**src/rtl/stc_pkg.sv**
```systemverilog
// Constants, types and helpers shared by the synthesizer tuning control bit block
// Overview of operation
// - Bits 71:70 pick pump current 25, 100, 500 or 2000 microamperes.
// - Bit 69 low turns the reference buffer output on, high turns it off.
// - Bit 34 selects alignment DAC mode: low is FM, high is AM.
// - In AM mode both DAC gain and offset inputs take the fixed 3 V reference.
// - First DAC gain code is bits 36 to 43, bit 36 least significant.
// - Second DAC gain code is bits 0 to 7, bit 0 least significant.
// - Gain code is 256 linear steps, 0 minimum, 255 maximum, monotonic rising.
// - First DAC offset code is bits 44 to 49, bit 44 least significant.
// - Second DAC offset code is bits 8 to 13, bit 8 least significant.
// - Offset code is 64 linear steps, 0 most positive, 63 most negative, 31 near zero.
package stc_pkg;

  // ----------------------------------------------------------------
  // Bus geometry and register map
  // ----------------------------------------------------------------
  localparam int ADDR_W = 8;
  localparam int DATA_W = 32;
  localparam int IMG_W = 72;
  localparam logic [7:0] ADDR_WORD0 = 8'h00;
  localparam logic [7:0] ADDR_WORD1 = 8'h04;
  localparam logic [7:0] ADDR_WORD2 = 8'h08;
  localparam logic [7:0] ADDR_STATUS = 8'h0C;
  // Implemented control bits inside each image word
  localparam logic [31:0] MASK_WORD0 = 32'h00003FFF;
  localparam logic [31:0] MASK_WORD1 = 32'h0003FFF4;
  localparam logic [7:0] MASK_WORD2 = 8'hE0;
  localparam logic [71:0] STAGE_RST = 72'h000000000000000000;

  // ----------------------------------------------------------------
  // Field positions in the control bit image
  // ----------------------------------------------------------------
  localparam int POS_GAIN_B = 0;
  localparam int POS_OFFS_B = 8;
  localparam int POS_MODE = 34;
  localparam int POS_GAIN_A = 36;
  localparam int POS_OFFS_A = 44;
  localparam int POS_OSC_DIS = 69;
  localparam int POS_PUMP = 70;
  localparam int GAIN_W = 8;
  localparam int OFFS_W = 6;
  localparam int PUMP_W = 2;
  localparam logic [6:0] OFFS_MID = 7'h1F;

  // Status word layout
  localparam int ST_PENDING = 0;
  localparam int ST_AM = 1;
  localparam int ST_PUMP = 2;
  localparam int ST_OSC = 4;

  // Pump currents in microamperes
  localparam logic [11:0] PUMP_UA_25 = 12'h019;
  localparam logic [11:0] PUMP_UA_100 = 12'h064;
  localparam logic [11:0] PUMP_UA_500 = 12'h1F4;
  localparam logic [11:0] PUMP_UA_2000 = 12'h7D0;

  typedef enum logic {FRM_IDLE, FRM_ACTIVE} stc_frame_state_t;

  // Pump code to current in microamperes
  function automatic logic [11:0] stc_pump_ua(input logic [1:0] level);
    case (level)
      2'h0: stc_pump_ua = PUMP_UA_25;
      2'h1: stc_pump_ua = PUMP_UA_100;
      2'h2: stc_pump_ua = PUMP_UA_500;
      default: stc_pump_ua = PUMP_UA_2000;
    endcase
  endfunction : stc_pump_ua

endpackage : stc_pkg

```
**src/rtl/stc_fields_if.sv**
```systemverilog
// Committed control fields passed from the register core to the decoder
`timescale 1ns/100ps
interface stc_fields_if;
  logic [1:0] pump_level;
  logic osc_dis;
  logic am_mode;
  logic [7:0] gain_a;
  logic [5:0] offs_a;
  logic [7:0] gain_b;
  logic [5:0] offs_b;
  modport src(output pump_level, osc_dis, am_mode, gain_a, offs_a, gain_b, offs_b);
  modport dst(input pump_level, osc_dis, am_mode, gain_a, offs_a, gain_b, offs_b);
endinterface : stc_fields_if

```
**src/rtl/stc_top.sv**
```systemverilog
// Top of the tuning control bit block: register port, staging, commit and checks
`timescale 1ns/100ps
module stc_top (
  input wire logic clk,
  input wire logic rst_n,
  input wire logic bus_enable,
  input wire logic [stc_pkg::ADDR_W-1:0] reg_addr,
  input wire logic [stc_pkg::DATA_W-1:0] reg_wdata,
  input wire logic reg_wr,
  input wire logic reg_rd,
  output logic [stc_pkg::DATA_W-1:0] reg_rdata,
  output logic [1:0] pump_current_level,
  output logic [11:0] pump_current_ua,
  output logic osc_buffer_disable,
  output logic ref_buffer_out_en,
  output logic am_mode,
  output logic dac_in_ref_sel,
  output logic [7:0] align_dac_a_gain,
  output logic [5:0] align_dac_a_offset,
  output logic signed [6:0] align_dac_a_offs_step,
  output logic [7:0] align_dac_b_gain,
  output logic [5:0] align_dac_b_offset,
  output logic signed [6:0] align_dac_b_offs_step
);
  import stc_pkg::*;

  typedef struct packed {
    logic [IMG_W-1:0] stage;
    logic [IMG_W-1:0] active;
    logic pending;
    logic [DATA_W-1:0] rdata;
  } stc_core_t;

  stc_core_t core_reg;
  stc_core_t core_next;
  logic commit;
  logic wr_hit;
  stc_fields_if fields();

  // ----------------------------------------------------------------
  // Helpers
  // ----------------------------------------------------------------
  // True for the three image words that software may write
  function automatic logic stc_is_image(input logic [ADDR_W-1:0] addr);
    stc_is_image = (addr == ADDR_WORD0) || (addr == ADDR_WORD1) || (addr == ADDR_WORD2);
  endfunction : stc_is_image

  // Merge masked write data into an old word
  function automatic logic [31:0] stc_merge(input logic [31:0] old_w, input logic [31:0] new_w,
                                            input logic [31:0] mask);
    stc_merge = (old_w & ~mask) | (new_w & mask);
  endfunction : stc_merge

  // ----------------------------------------------------------------
  // Submodules
  // ----------------------------------------------------------------
  // Commit pulse follows the falling enable by one cycle
  stc_frame_sync u_sync (
    .clk(clk),
    .rst_n(rst_n),
    .bus_enable(bus_enable),
    .commit(commit)
  );

  stc_field_decode u_dec (
    .clk(clk),
    .rst_n(rst_n),
    .fields(fields.dst),
    .pump_current_level(pump_current_level),
    .pump_current_ua(pump_current_ua),
    .osc_buffer_disable(osc_buffer_disable),
    .ref_buffer_out_en(ref_buffer_out_en),
    .am_mode(am_mode),
    .dac_in_ref_sel(dac_in_ref_sel),
    .align_dac_a_gain(align_dac_a_gain),
    .align_dac_a_offset(align_dac_a_offset),
    .align_dac_a_offs_step(align_dac_a_offs_step),
    .align_dac_b_gain(align_dac_b_gain),
    .align_dac_b_offset(align_dac_b_offset),
    .align_dac_b_offs_step(align_dac_b_offs_step)
  );

  // ----------------------------------------------------------------
  // Field extraction from the committed image
  // ----------------------------------------------------------------
  // Decoder only ever sees the active copy, so staging writes stay hidden
  assign fields.pump_level = core_reg.active[POS_PUMP +: PUMP_W];
  assign fields.osc_dis = core_reg.active[POS_OSC_DIS];
  assign fields.am_mode = core_reg.active[POS_MODE];
  assign fields.gain_a = core_reg.active[POS_GAIN_A +: GAIN_W];
  assign fields.offs_a = core_reg.active[POS_OFFS_A +: OFFS_W];
  assign fields.gain_b = core_reg.active[POS_GAIN_B +: GAIN_W];
  assign fields.offs_b = core_reg.active[POS_OFFS_B +: OFFS_W];

  assign wr_hit = reg_wr && stc_is_image(reg_addr);

  // ----------------------------------------------------------------
  // Register core
  // ----------------------------------------------------------------
  // A write in the commit cycle lands in staging and keeps pending set
  always_comb begin
    core_next = core_reg;
    core_next.rdata = '0;
    if (commit) begin
      core_next.active = core_reg.stage;
      core_next.pending = 1'b0;
    end
    if (wr_hit) begin
      core_next.pending = 1'b1;
    end
    if (reg_wr) begin
      case (reg_addr)
        ADDR_WORD0: core_next.stage[31:0] = stc_merge(core_reg.stage[31:0], reg_wdata, MASK_WORD0);
        ADDR_WORD1: core_next.stage[63:32] = stc_merge(core_reg.stage[63:32], reg_wdata, MASK_WORD1);
        ADDR_WORD2: core_next.stage[71:64] = (core_reg.stage[71:64] & ~MASK_WORD2) | (reg_wdata[7:0] & MASK_WORD2);
        default: begin
        end
      endcase
    end
    if (reg_rd) begin
      case (reg_addr)
        ADDR_WORD0: core_next.rdata = core_reg.stage[31:0];
        ADDR_WORD1: core_next.rdata = core_reg.stage[63:32];
        ADDR_WORD2: core_next.rdata = {24'h000000, core_reg.stage[71:64]};
        ADDR_STATUS: begin
          core_next.rdata[ST_PENDING] = core_reg.pending;
          core_next.rdata[ST_AM] = core_reg.active[POS_MODE];
          core_next.rdata[ST_PUMP +: PUMP_W] = core_reg.active[POS_PUMP +: PUMP_W];
          core_next.rdata[ST_OSC] = core_reg.active[POS_OSC_DIS];
        end
        default: core_next.rdata = '0; // Unmapped reads return zero
      endcase
    end
  end

  // Core register
  always_ff @(posedge clk or negedge rst_n) begin
    if (!rst_n) begin
      core_reg <= '{stage: STAGE_RST, active: STAGE_RST, pending: 1'b0, rdata: '0};
    end else begin
      core_reg <= core_next;
    end
  end

  assign reg_rdata = core_reg.rdata;

  // ----------------------------------------------------------------
  // Checks
  // ----------------------------------------------------------------
  logic [7:0] stage_gain_a;
  logic [7:0] stage_gain_b;
  logic [5:0] stage_offs_a;
  logic [5:0] stage_offs_b;
  assign stage_gain_a = core_reg.stage[POS_GAIN_A +: GAIN_W];
  assign stage_gain_b = core_reg.stage[POS_GAIN_B +: GAIN_W];
  assign stage_offs_a = core_reg.stage[POS_OFFS_A +: OFFS_W];
  assign stage_offs_b = core_reg.stage[POS_OFFS_B +: OFFS_W];
endmodule : stc_top

```
**src/rtl/stc_frame_sync.sv**
```systemverilog
// Command framing tracker: pulses commit when the enable line falls
`timescale 1ns/100ps
module stc_frame_sync (
  input wire logic clk,
  input wire logic rst_n,
  input wire logic bus_enable,
  output logic commit
);
  import stc_pkg::*;

  typedef struct packed {
    stc_frame_state_t state;
    logic commit;
  } stc_sync_t;

  stc_sync_t sync_reg;
  stc_sync_t sync_next;

  // ----------------------------------------------------------------
  // Frame tracking
  // ----------------------------------------------------------------
  // End of command is the falling enable, never a mid-frame level
  always_comb begin
    sync_next = sync_reg;
    sync_next.commit = 1'b0;
    case (sync_reg.state)
      FRM_IDLE: begin
        if (bus_enable) begin
          sync_next.state = FRM_ACTIVE;
        end
      end
      FRM_ACTIVE: begin
        if (!bus_enable) begin
          sync_next.state = FRM_IDLE;
          sync_next.commit = 1'b1;
        end
      end
      default: begin
        sync_next.state = FRM_IDLE;
      end
    endcase
  end

  // State register
  always_ff @(posedge clk or negedge rst_n) begin
    if (!rst_n) begin
      sync_reg <= '{state: FRM_IDLE, commit: 1'b0};
    end else begin
      sync_reg <= sync_next;
    end
  end

  assign commit = sync_reg.commit;

endmodule : stc_frame_sync

```
**src/rtl/stc_field_decode.sv**
```systemverilog
// Turns committed fields into registered analog select and enable values
`timescale 1ns/100ps
module stc_field_decode (
  input wire logic clk,
  input wire logic rst_n,
  stc_fields_if.dst fields,
  output logic [1:0] pump_current_level,
  output logic [11:0] pump_current_ua,
  output logic osc_buffer_disable,
  output logic ref_buffer_out_en,
  output logic am_mode,
  output logic dac_in_ref_sel,
  output logic [7:0] align_dac_a_gain,
  output logic [5:0] align_dac_a_offset,
  output logic signed [6:0] align_dac_a_offs_step,
  output logic [7:0] align_dac_b_gain,
  output logic [5:0] align_dac_b_offset,
  output logic signed [6:0] align_dac_b_offs_step
);
  import stc_pkg::*;

  typedef struct packed {
    logic [1:0] pump_level;
    logic [11:0] pump_ua;
    logic osc_dis;
    logic buf_en;
    logic am;
    logic ref_sel;
    logic [7:0] gain_a;
    logic [5:0] offs_a;
    logic [6:0] step_a;
    logic [7:0] gain_b;
    logic [5:0] offs_b;
    logic [6:0] step_b;
  } stc_dec_t;

  stc_dec_t dec_reg;
  stc_dec_t dec_next;

  // ----------------------------------------------------------------
  // Decode
  // ----------------------------------------------------------------
  // Offset step is signed so that code 0 sits at the top of the range
  always_comb begin
    dec_next.pump_level = fields.pump_level;
    dec_next.pump_ua = stc_pump_ua(fields.pump_level);
    dec_next.osc_dis = fields.osc_dis;
    dec_next.buf_en = ~fields.osc_dis;
    dec_next.am = fields.am_mode;
    dec_next.ref_sel = fields.am_mode;
    dec_next.gain_a = fields.gain_a;
    dec_next.offs_a = fields.offs_a;
    dec_next.step_a = OFFS_MID - {1'b0, fields.offs_a};
    dec_next.gain_b = fields.gain_b;
    dec_next.offs_b = fields.offs_b;
    dec_next.step_b = OFFS_MID - {1'b0, fields.offs_b};
  end

  // Output register; buffer on and FM mode after reset
  always_ff @(posedge clk or negedge rst_n) begin
    if (!rst_n) begin
      dec_reg <= '0;
      dec_reg.pump_ua <= PUMP_UA_25;
      dec_reg.buf_en <= 1'b1;
      dec_reg.step_a <= OFFS_MID;
      dec_reg.step_b <= OFFS_MID;
    end else begin
      dec_reg <= dec_next;
    end
  end

  assign pump_current_level = dec_reg.pump_level;
  assign pump_current_ua = dec_reg.pump_ua;
  assign osc_buffer_disable = dec_reg.osc_dis;
  assign ref_buffer_out_en = dec_reg.buf_en;
  assign am_mode = dec_reg.am;
  assign dac_in_ref_sel = dec_reg.ref_sel;
  assign align_dac_a_gain = dec_reg.gain_a;
  assign align_dac_a_offset = dec_reg.offs_a;
  assign align_dac_a_offs_step = dec_reg.step_a;
  assign align_dac_b_gain = dec_reg.gain_b;
  assign align_dac_b_offset = dec_reg.offs_b;
  assign align_dac_b_offs_step = dec_reg.step_b;

endmodule : stc_field_decode

```
**config.mk**
```make
export PLATFORM = sky130hd
export DESIGN_NAME = stc_top
export DESIGN_NICKNAME = d
export VERILOG_FILES = /design/src/rtl/stc_pkg.sv /design/src/rtl/stc_fields_if.sv /design/src/rtl/stc_top.sv /design/src/rtl/stc_frame_sync.sv /design/src/rtl/stc_field_decode.sv
export SDC_FILE = /design/constraint.sdc
export NUM_CORES = 1
export LEC_CHECK = 0
export BUFFER_PORTS_ARGS = -buffer_cell sky130_fd_sc_hd__buf_4
export CAP_MARGIN = 30
export CORE_MARGIN = 4
export CORE_UTILIZATION = 58
export CTS_BUF_LIST = sky130_fd_sc_hd__clkbuf_2 sky130_fd_sc_hd__clkbuf_4 sky130_fd_sc_hd__clkbuf_8
export DETAILED_ROUTE_END_ITERATION = 10
export PLACE_DENSITY = 0.87
export SLEW_MARGIN = 20
export SYNTH_ARGS = -nofsm -noshare
export SYNTH_HDL_FRONTEND = slang
export SYNTH_SLANG_ARGS = --single-unit
```
**constraint.sdc**
```tcl
create_clock -name clk -period 4.2 [get_ports clk]
set_clock_uncertainty 0.1 [all_clocks]
set_input_delay 0.84 -clock clk [delete_from_list [all_inputs] [get_ports clk]]
set_output_delay 0.84 -clock clk [all_outputs]
set_load 0.005 [all_outputs]
```
==> flow_summary_export.csv <==
group,metric,value,unit
layout,nets,483,
sta,timing_limited_maximum_frequency,0.386,GHz
power,intPower,2100,uW
sta,min_period_over_period,0.616,
layout,antenna-diode-count,0,
cts,tritoncts_num_sinks,135,
min_path,hold_path.class,"input port to async pin",
cts,clk_latency,420,ps
logic_synthesis,unique_masters_post_synth,29,
global_route,first_global_vias,2975,
logic_synthesis,yosys_register_bits,135,
sta,fin_setup_tns,0,ps
power,p_leak,0.00322,uW
sta,layout_min_cycle_time,2590,ps
routing,drt-vias-per-instance,5.06,
routing,dr.pass1.iters,4,
cts,h-tree-depth,4,
cts,numCtsBuffers,17,
power,power.density,438,nW/um^2
cts,cts-root-to-sink-buffers,2,
logic_synthesis,post_synth_main_area_contributors,"sky130_fd_sc_hd__dfrtp_1, sky130_fd_sc_hd__mux2_2, sky130_fd_sc_hd__dfstp_2",
logic_synthesis,ys_warn_count,0,
global_route,grt.total_usage,0.195,
worst_setup_path,cp-end-kind,"flip-flop",
placed_design,number_of_buffers_inserted_by_port_buffering,120,
placed_design,dpl-instance-area,5700,um^2
sta,timing.max_slew.rel_slack,0.410,
cts,clkSlewWorstSetupHoldPaths,70,ps
layout,finish.instance_area,6140,um^2
power,total_switching_power,590,uW
cts,cts.root.buffer_cell,"sky130_fd_sc_hd__clkbuf_8",
sta,hold_violations,0,
cts,ctsResizeCount,0,
power,p_sw_frac,0.219,
sta,final_max_slew_viols,0,
global_route,antenna_found_initial,0,
floorplanning,fp-row-count,33,
logic_synthesis,yosys.area.top_type,"sky130_fd_sc_hd__dfrtp_1",
placed_design,detailedPlacementHpwl,6200,um
routing,detail_route.wl_per_cell,17.2,um
flow_run,cap_violations,0,
floorplanning,core_region_area,8340,um^2
worst_setup_path,crit_path_class,"input port to flip-flop",
global_route,grt_max_degree,113,
layout,syn2layout_area_growth,21.9,%
routing,total_via_count_after_detailed_routing,2787,
routing,drc,0,
worst_setup_path,worst_setup_path_start_kind,"input port",
logic_synthesis,yosysSeqAreaShare,0.674,
routing,ant_nets,0,
routing,drtIter0Drc,117,
sta,setup_viol_count_final,0,
sta,grt_setup_unrepaired,"no",
placed_design,gp_congestion,0.777,
power,ir_worst_vdd,0.000307,V
worst_setup_path,worstRegToRegCells,1,
power,clock_network_fraction_of_design_power,0.406,
floorplanning,die_height,101,um
floorplanning,floorplan.initialDensity,0.604,
logic_synthesis,netlist_instances,344,
outcome,outcome,"finished, final reports clean",
global_route,globalRouteOverflowTotal,0,
logic_synthesis,mappedNetlistArea,5030,um^2
logic_synthesis,syn_area_per_cell,14.6,um^2
floorplanning,chipWidth,101,um
cts,holdBufCountCts,0,
worst_setup_path,crit_start,"reg_addr[2]",
power,share_comb_of_total_power,0.070,
worst_setup_path,r2r_start,"u_sync.commit$_DFF_PN0_",
floorplanning,die_area,10200,um^2
worst_setup_path,critPathMaxFanout,18,
worst_setup_path,cp_data_required_time,4400,ps
routing,detail_route.wirelength,9460,um
cts,cts.repair_timing.setup_buffer_count,0,
layout,largest_register_ff_count,65,
global_route,global_route_wire_length_before_repair,15000,um
floorplanning,ioPinCount,137,
logic_synthesis,fraction_of_synthesized_cell_area_taken_by_the_top_area_cell_type,0.607,
sta,worst-slew-pin-transition,885,ps
worst_setup_path,timing.critical_path.arrival,2790,ps
layout,layout-drive-gt1-share,0.509,
power,power.sequential.fraction,0.524,
cts,cts_tree,"done",
-- cell usage after synthesis --
library cell / number
sky130_fd_sc_hd__dfstp_2: 13
sky130_fd_sc_hd__nor3b_2: 1
sky130_fd_sc_hd__ha_1: 5
sky130_fd_sc_hd__a21oi_1: 3
sky130_fd_sc_hd__o21ai_0: 14
sky130_fd_sc_hd__nand2_1: 17
sky130_fd_sc_hd__dfrtp_1: 122
sky130_fd_sc_hd__nor4_4: 1
sky130_fd_sc_hd__a2bb2oi_1: 3
sky130_fd_sc_hd__buf_1: 3
sky130_fd_sc_hd__clkbuf_2: 1
sky130_fd_sc_hd__nand4b_1: 2
sky130_fd_sc_hd__or2_2: 1
sky130_fd_sc_hd__buf_2: 2
sky130_fd_sc_hd__nor2b_1: 2
sky130_fd_sc_hd__buf_4: 43
sky130_fd_sc_hd__a22oi_1: 2
sky130_fd_sc_hd__mux2_4: 15
sky130_fd_sc_hd__and3_2: 1
sky130_fd_sc_hd__clkbuf_1: 3
sky130_fd_sc_hd__mux2_2: 38
sky130_fd_sc_hd__and3_1: 4
sky130_fd_sc_hd__nor2_1: 13
sky130_fd_sc_hd__mux2i_1: 9
sky130_fd_sc_hd__nand3_1: 5
sky130_fd_sc_hd__nand3_2: 2
sky130_fd_sc_hd__conb_1: 1
sky130_fd_sc_hd__inv_1: 16
sky130_fd_sc_hd__buf_6: 2
-- final cells by class --
class                           instances  area [um^2]
Fill cell                             536         2200
Clock inverter                         10          130
Multi-Input combinational cell        141         1200
Clock buffer                           22          278
Tap cell                              105          131
Inverter                               16         60.1
Timing Repair Buffer                  122          940
Sequential cell                       135         3400
-- metrics by stage --
step | hold slack, ps | power, uW | util | setup slack, ps | std cells
floorplan | 250 | 1510 | - | 2040 | 346
global placement | 256 | 1610 | 0.684 | 1220 | 518
detailed placement | 258 | 1620 | 0.684 | 1180 | 518
CTS | 265 | 2700 | 0.733 | 1630 | 550
global route | 156 | 2790 | 0.736 | 1490 | 551
finish | 165 | 2690 | 0.736 | 1610 | 551
-- worst max-delay path, stage by stage --
cell                      delay (ps)
sky130_fd_sc_hd__buf_4           240
sky130_fd_sc_hd__nor2b_1         580
sky130_fd_sc_hd__nand3_2         630
sky130_fd_sc_hd__mux2_4          490
-- placed cells by master (no fill, tap or decap), types with 3 or more instances in the layout --
cell                        Yosys  routed
sky130_fd_sc_hd__dfrtp_1      122     121
sky130_fd_sc_hd__buf_4         43     120
sky130_fd_sc_hd__mux2_2        38      38
sky130_fd_sc_hd__clkbuf_8       0      18
sky130_fd_sc_hd__nand2_1       17      17
sky130_fd_sc_hd__inv_1         16      16
sky130_fd_sc_hd__mux2_4        15      15
sky130_fd_sc_hd__o21ai_0       14      14
sky130_fd_sc_hd__nor2_1        13      13
sky130_fd_sc_hd__dfstp_2       13      13
sky130_fd_sc_hd__mux2i_1        9       9
sky130_fd_sc_hd__nand3_1        5       5
sky130_fd_sc_hd__ha_1           5       5
sky130_fd_sc_hd__clkinv_2       0       5
sky130_fd_sc_hd__and3_1         4       4
sky130_fd_sc_hd__clkbuf_4       0       4
sky130_fd_sc_hd__a2bb2oi_1      3       3
sky130_fd_sc_hd__a21oi_1        3       3
sky130_fd_sc_hd__conb_1         1       3
sky130_fd_sc_hd__bufinv_16      0       3
-- cell families after synthesis --
logic type	share of synthesized area
flops	0.674
buf+inv	0.0880
mux	0.148
simple gates	0.0517
compound gates	0.0251
fa+ha+maj	0.0124
other cells	0.000745
-- routing by layer --
| metal | wire, um | vias to the layer above | GRT usage |
|---|---|---|---|
| li1 | - | 1276 | - |
| met1 | 3770 | 1403 | 0.241 |
| met2 | 4930 | 96 | 0.332 |
| met3 | 600 | 12 | 0.0551 |
| met4 | 157 | 0 | 0.0695 |
| met5 | 0 | - | 0 |
-- power by group through the flow --
stage | clock, uW | combinational (uW) | sequential, uW
6_report | 1090 | 188 | 1410
5_1_grt | 1170 | 207 | 1420
2_1_floorplan | 0 | 84.6 | 1420
4_1_cts | 1100 | 189 | 1410
3_5_place_dp | 0 | 187 | 1430
3_3_place_gp | 0 | 181 | 1430
-- worst paths after layout --
| check | end | slack [ps] |
|---|---|---|
| max in group asynchronous | u_dec.align_dac_a_offs_step[3]$_DFF_PN1_ | 2750 |
| min in group clk | u_dec.align_dac_a_offset[3]$_DFF_PN0_ | 260 |
| worst min register to register | u_dec.align_dac_a_offset[3]$_DFF_PN0_ | 260 |
| worst max-delay path | core_reg[151]$_DFFE_PN0P_ | 1610 |
| worst min-delay path | u_dec.align_dac_b_offset[1]$_DFF_PN0_ | 160 |
| worst max register to register | core_reg[71]$_DFFE_PN0P_ | 2590 |
(Power assumes the default switching activity.)
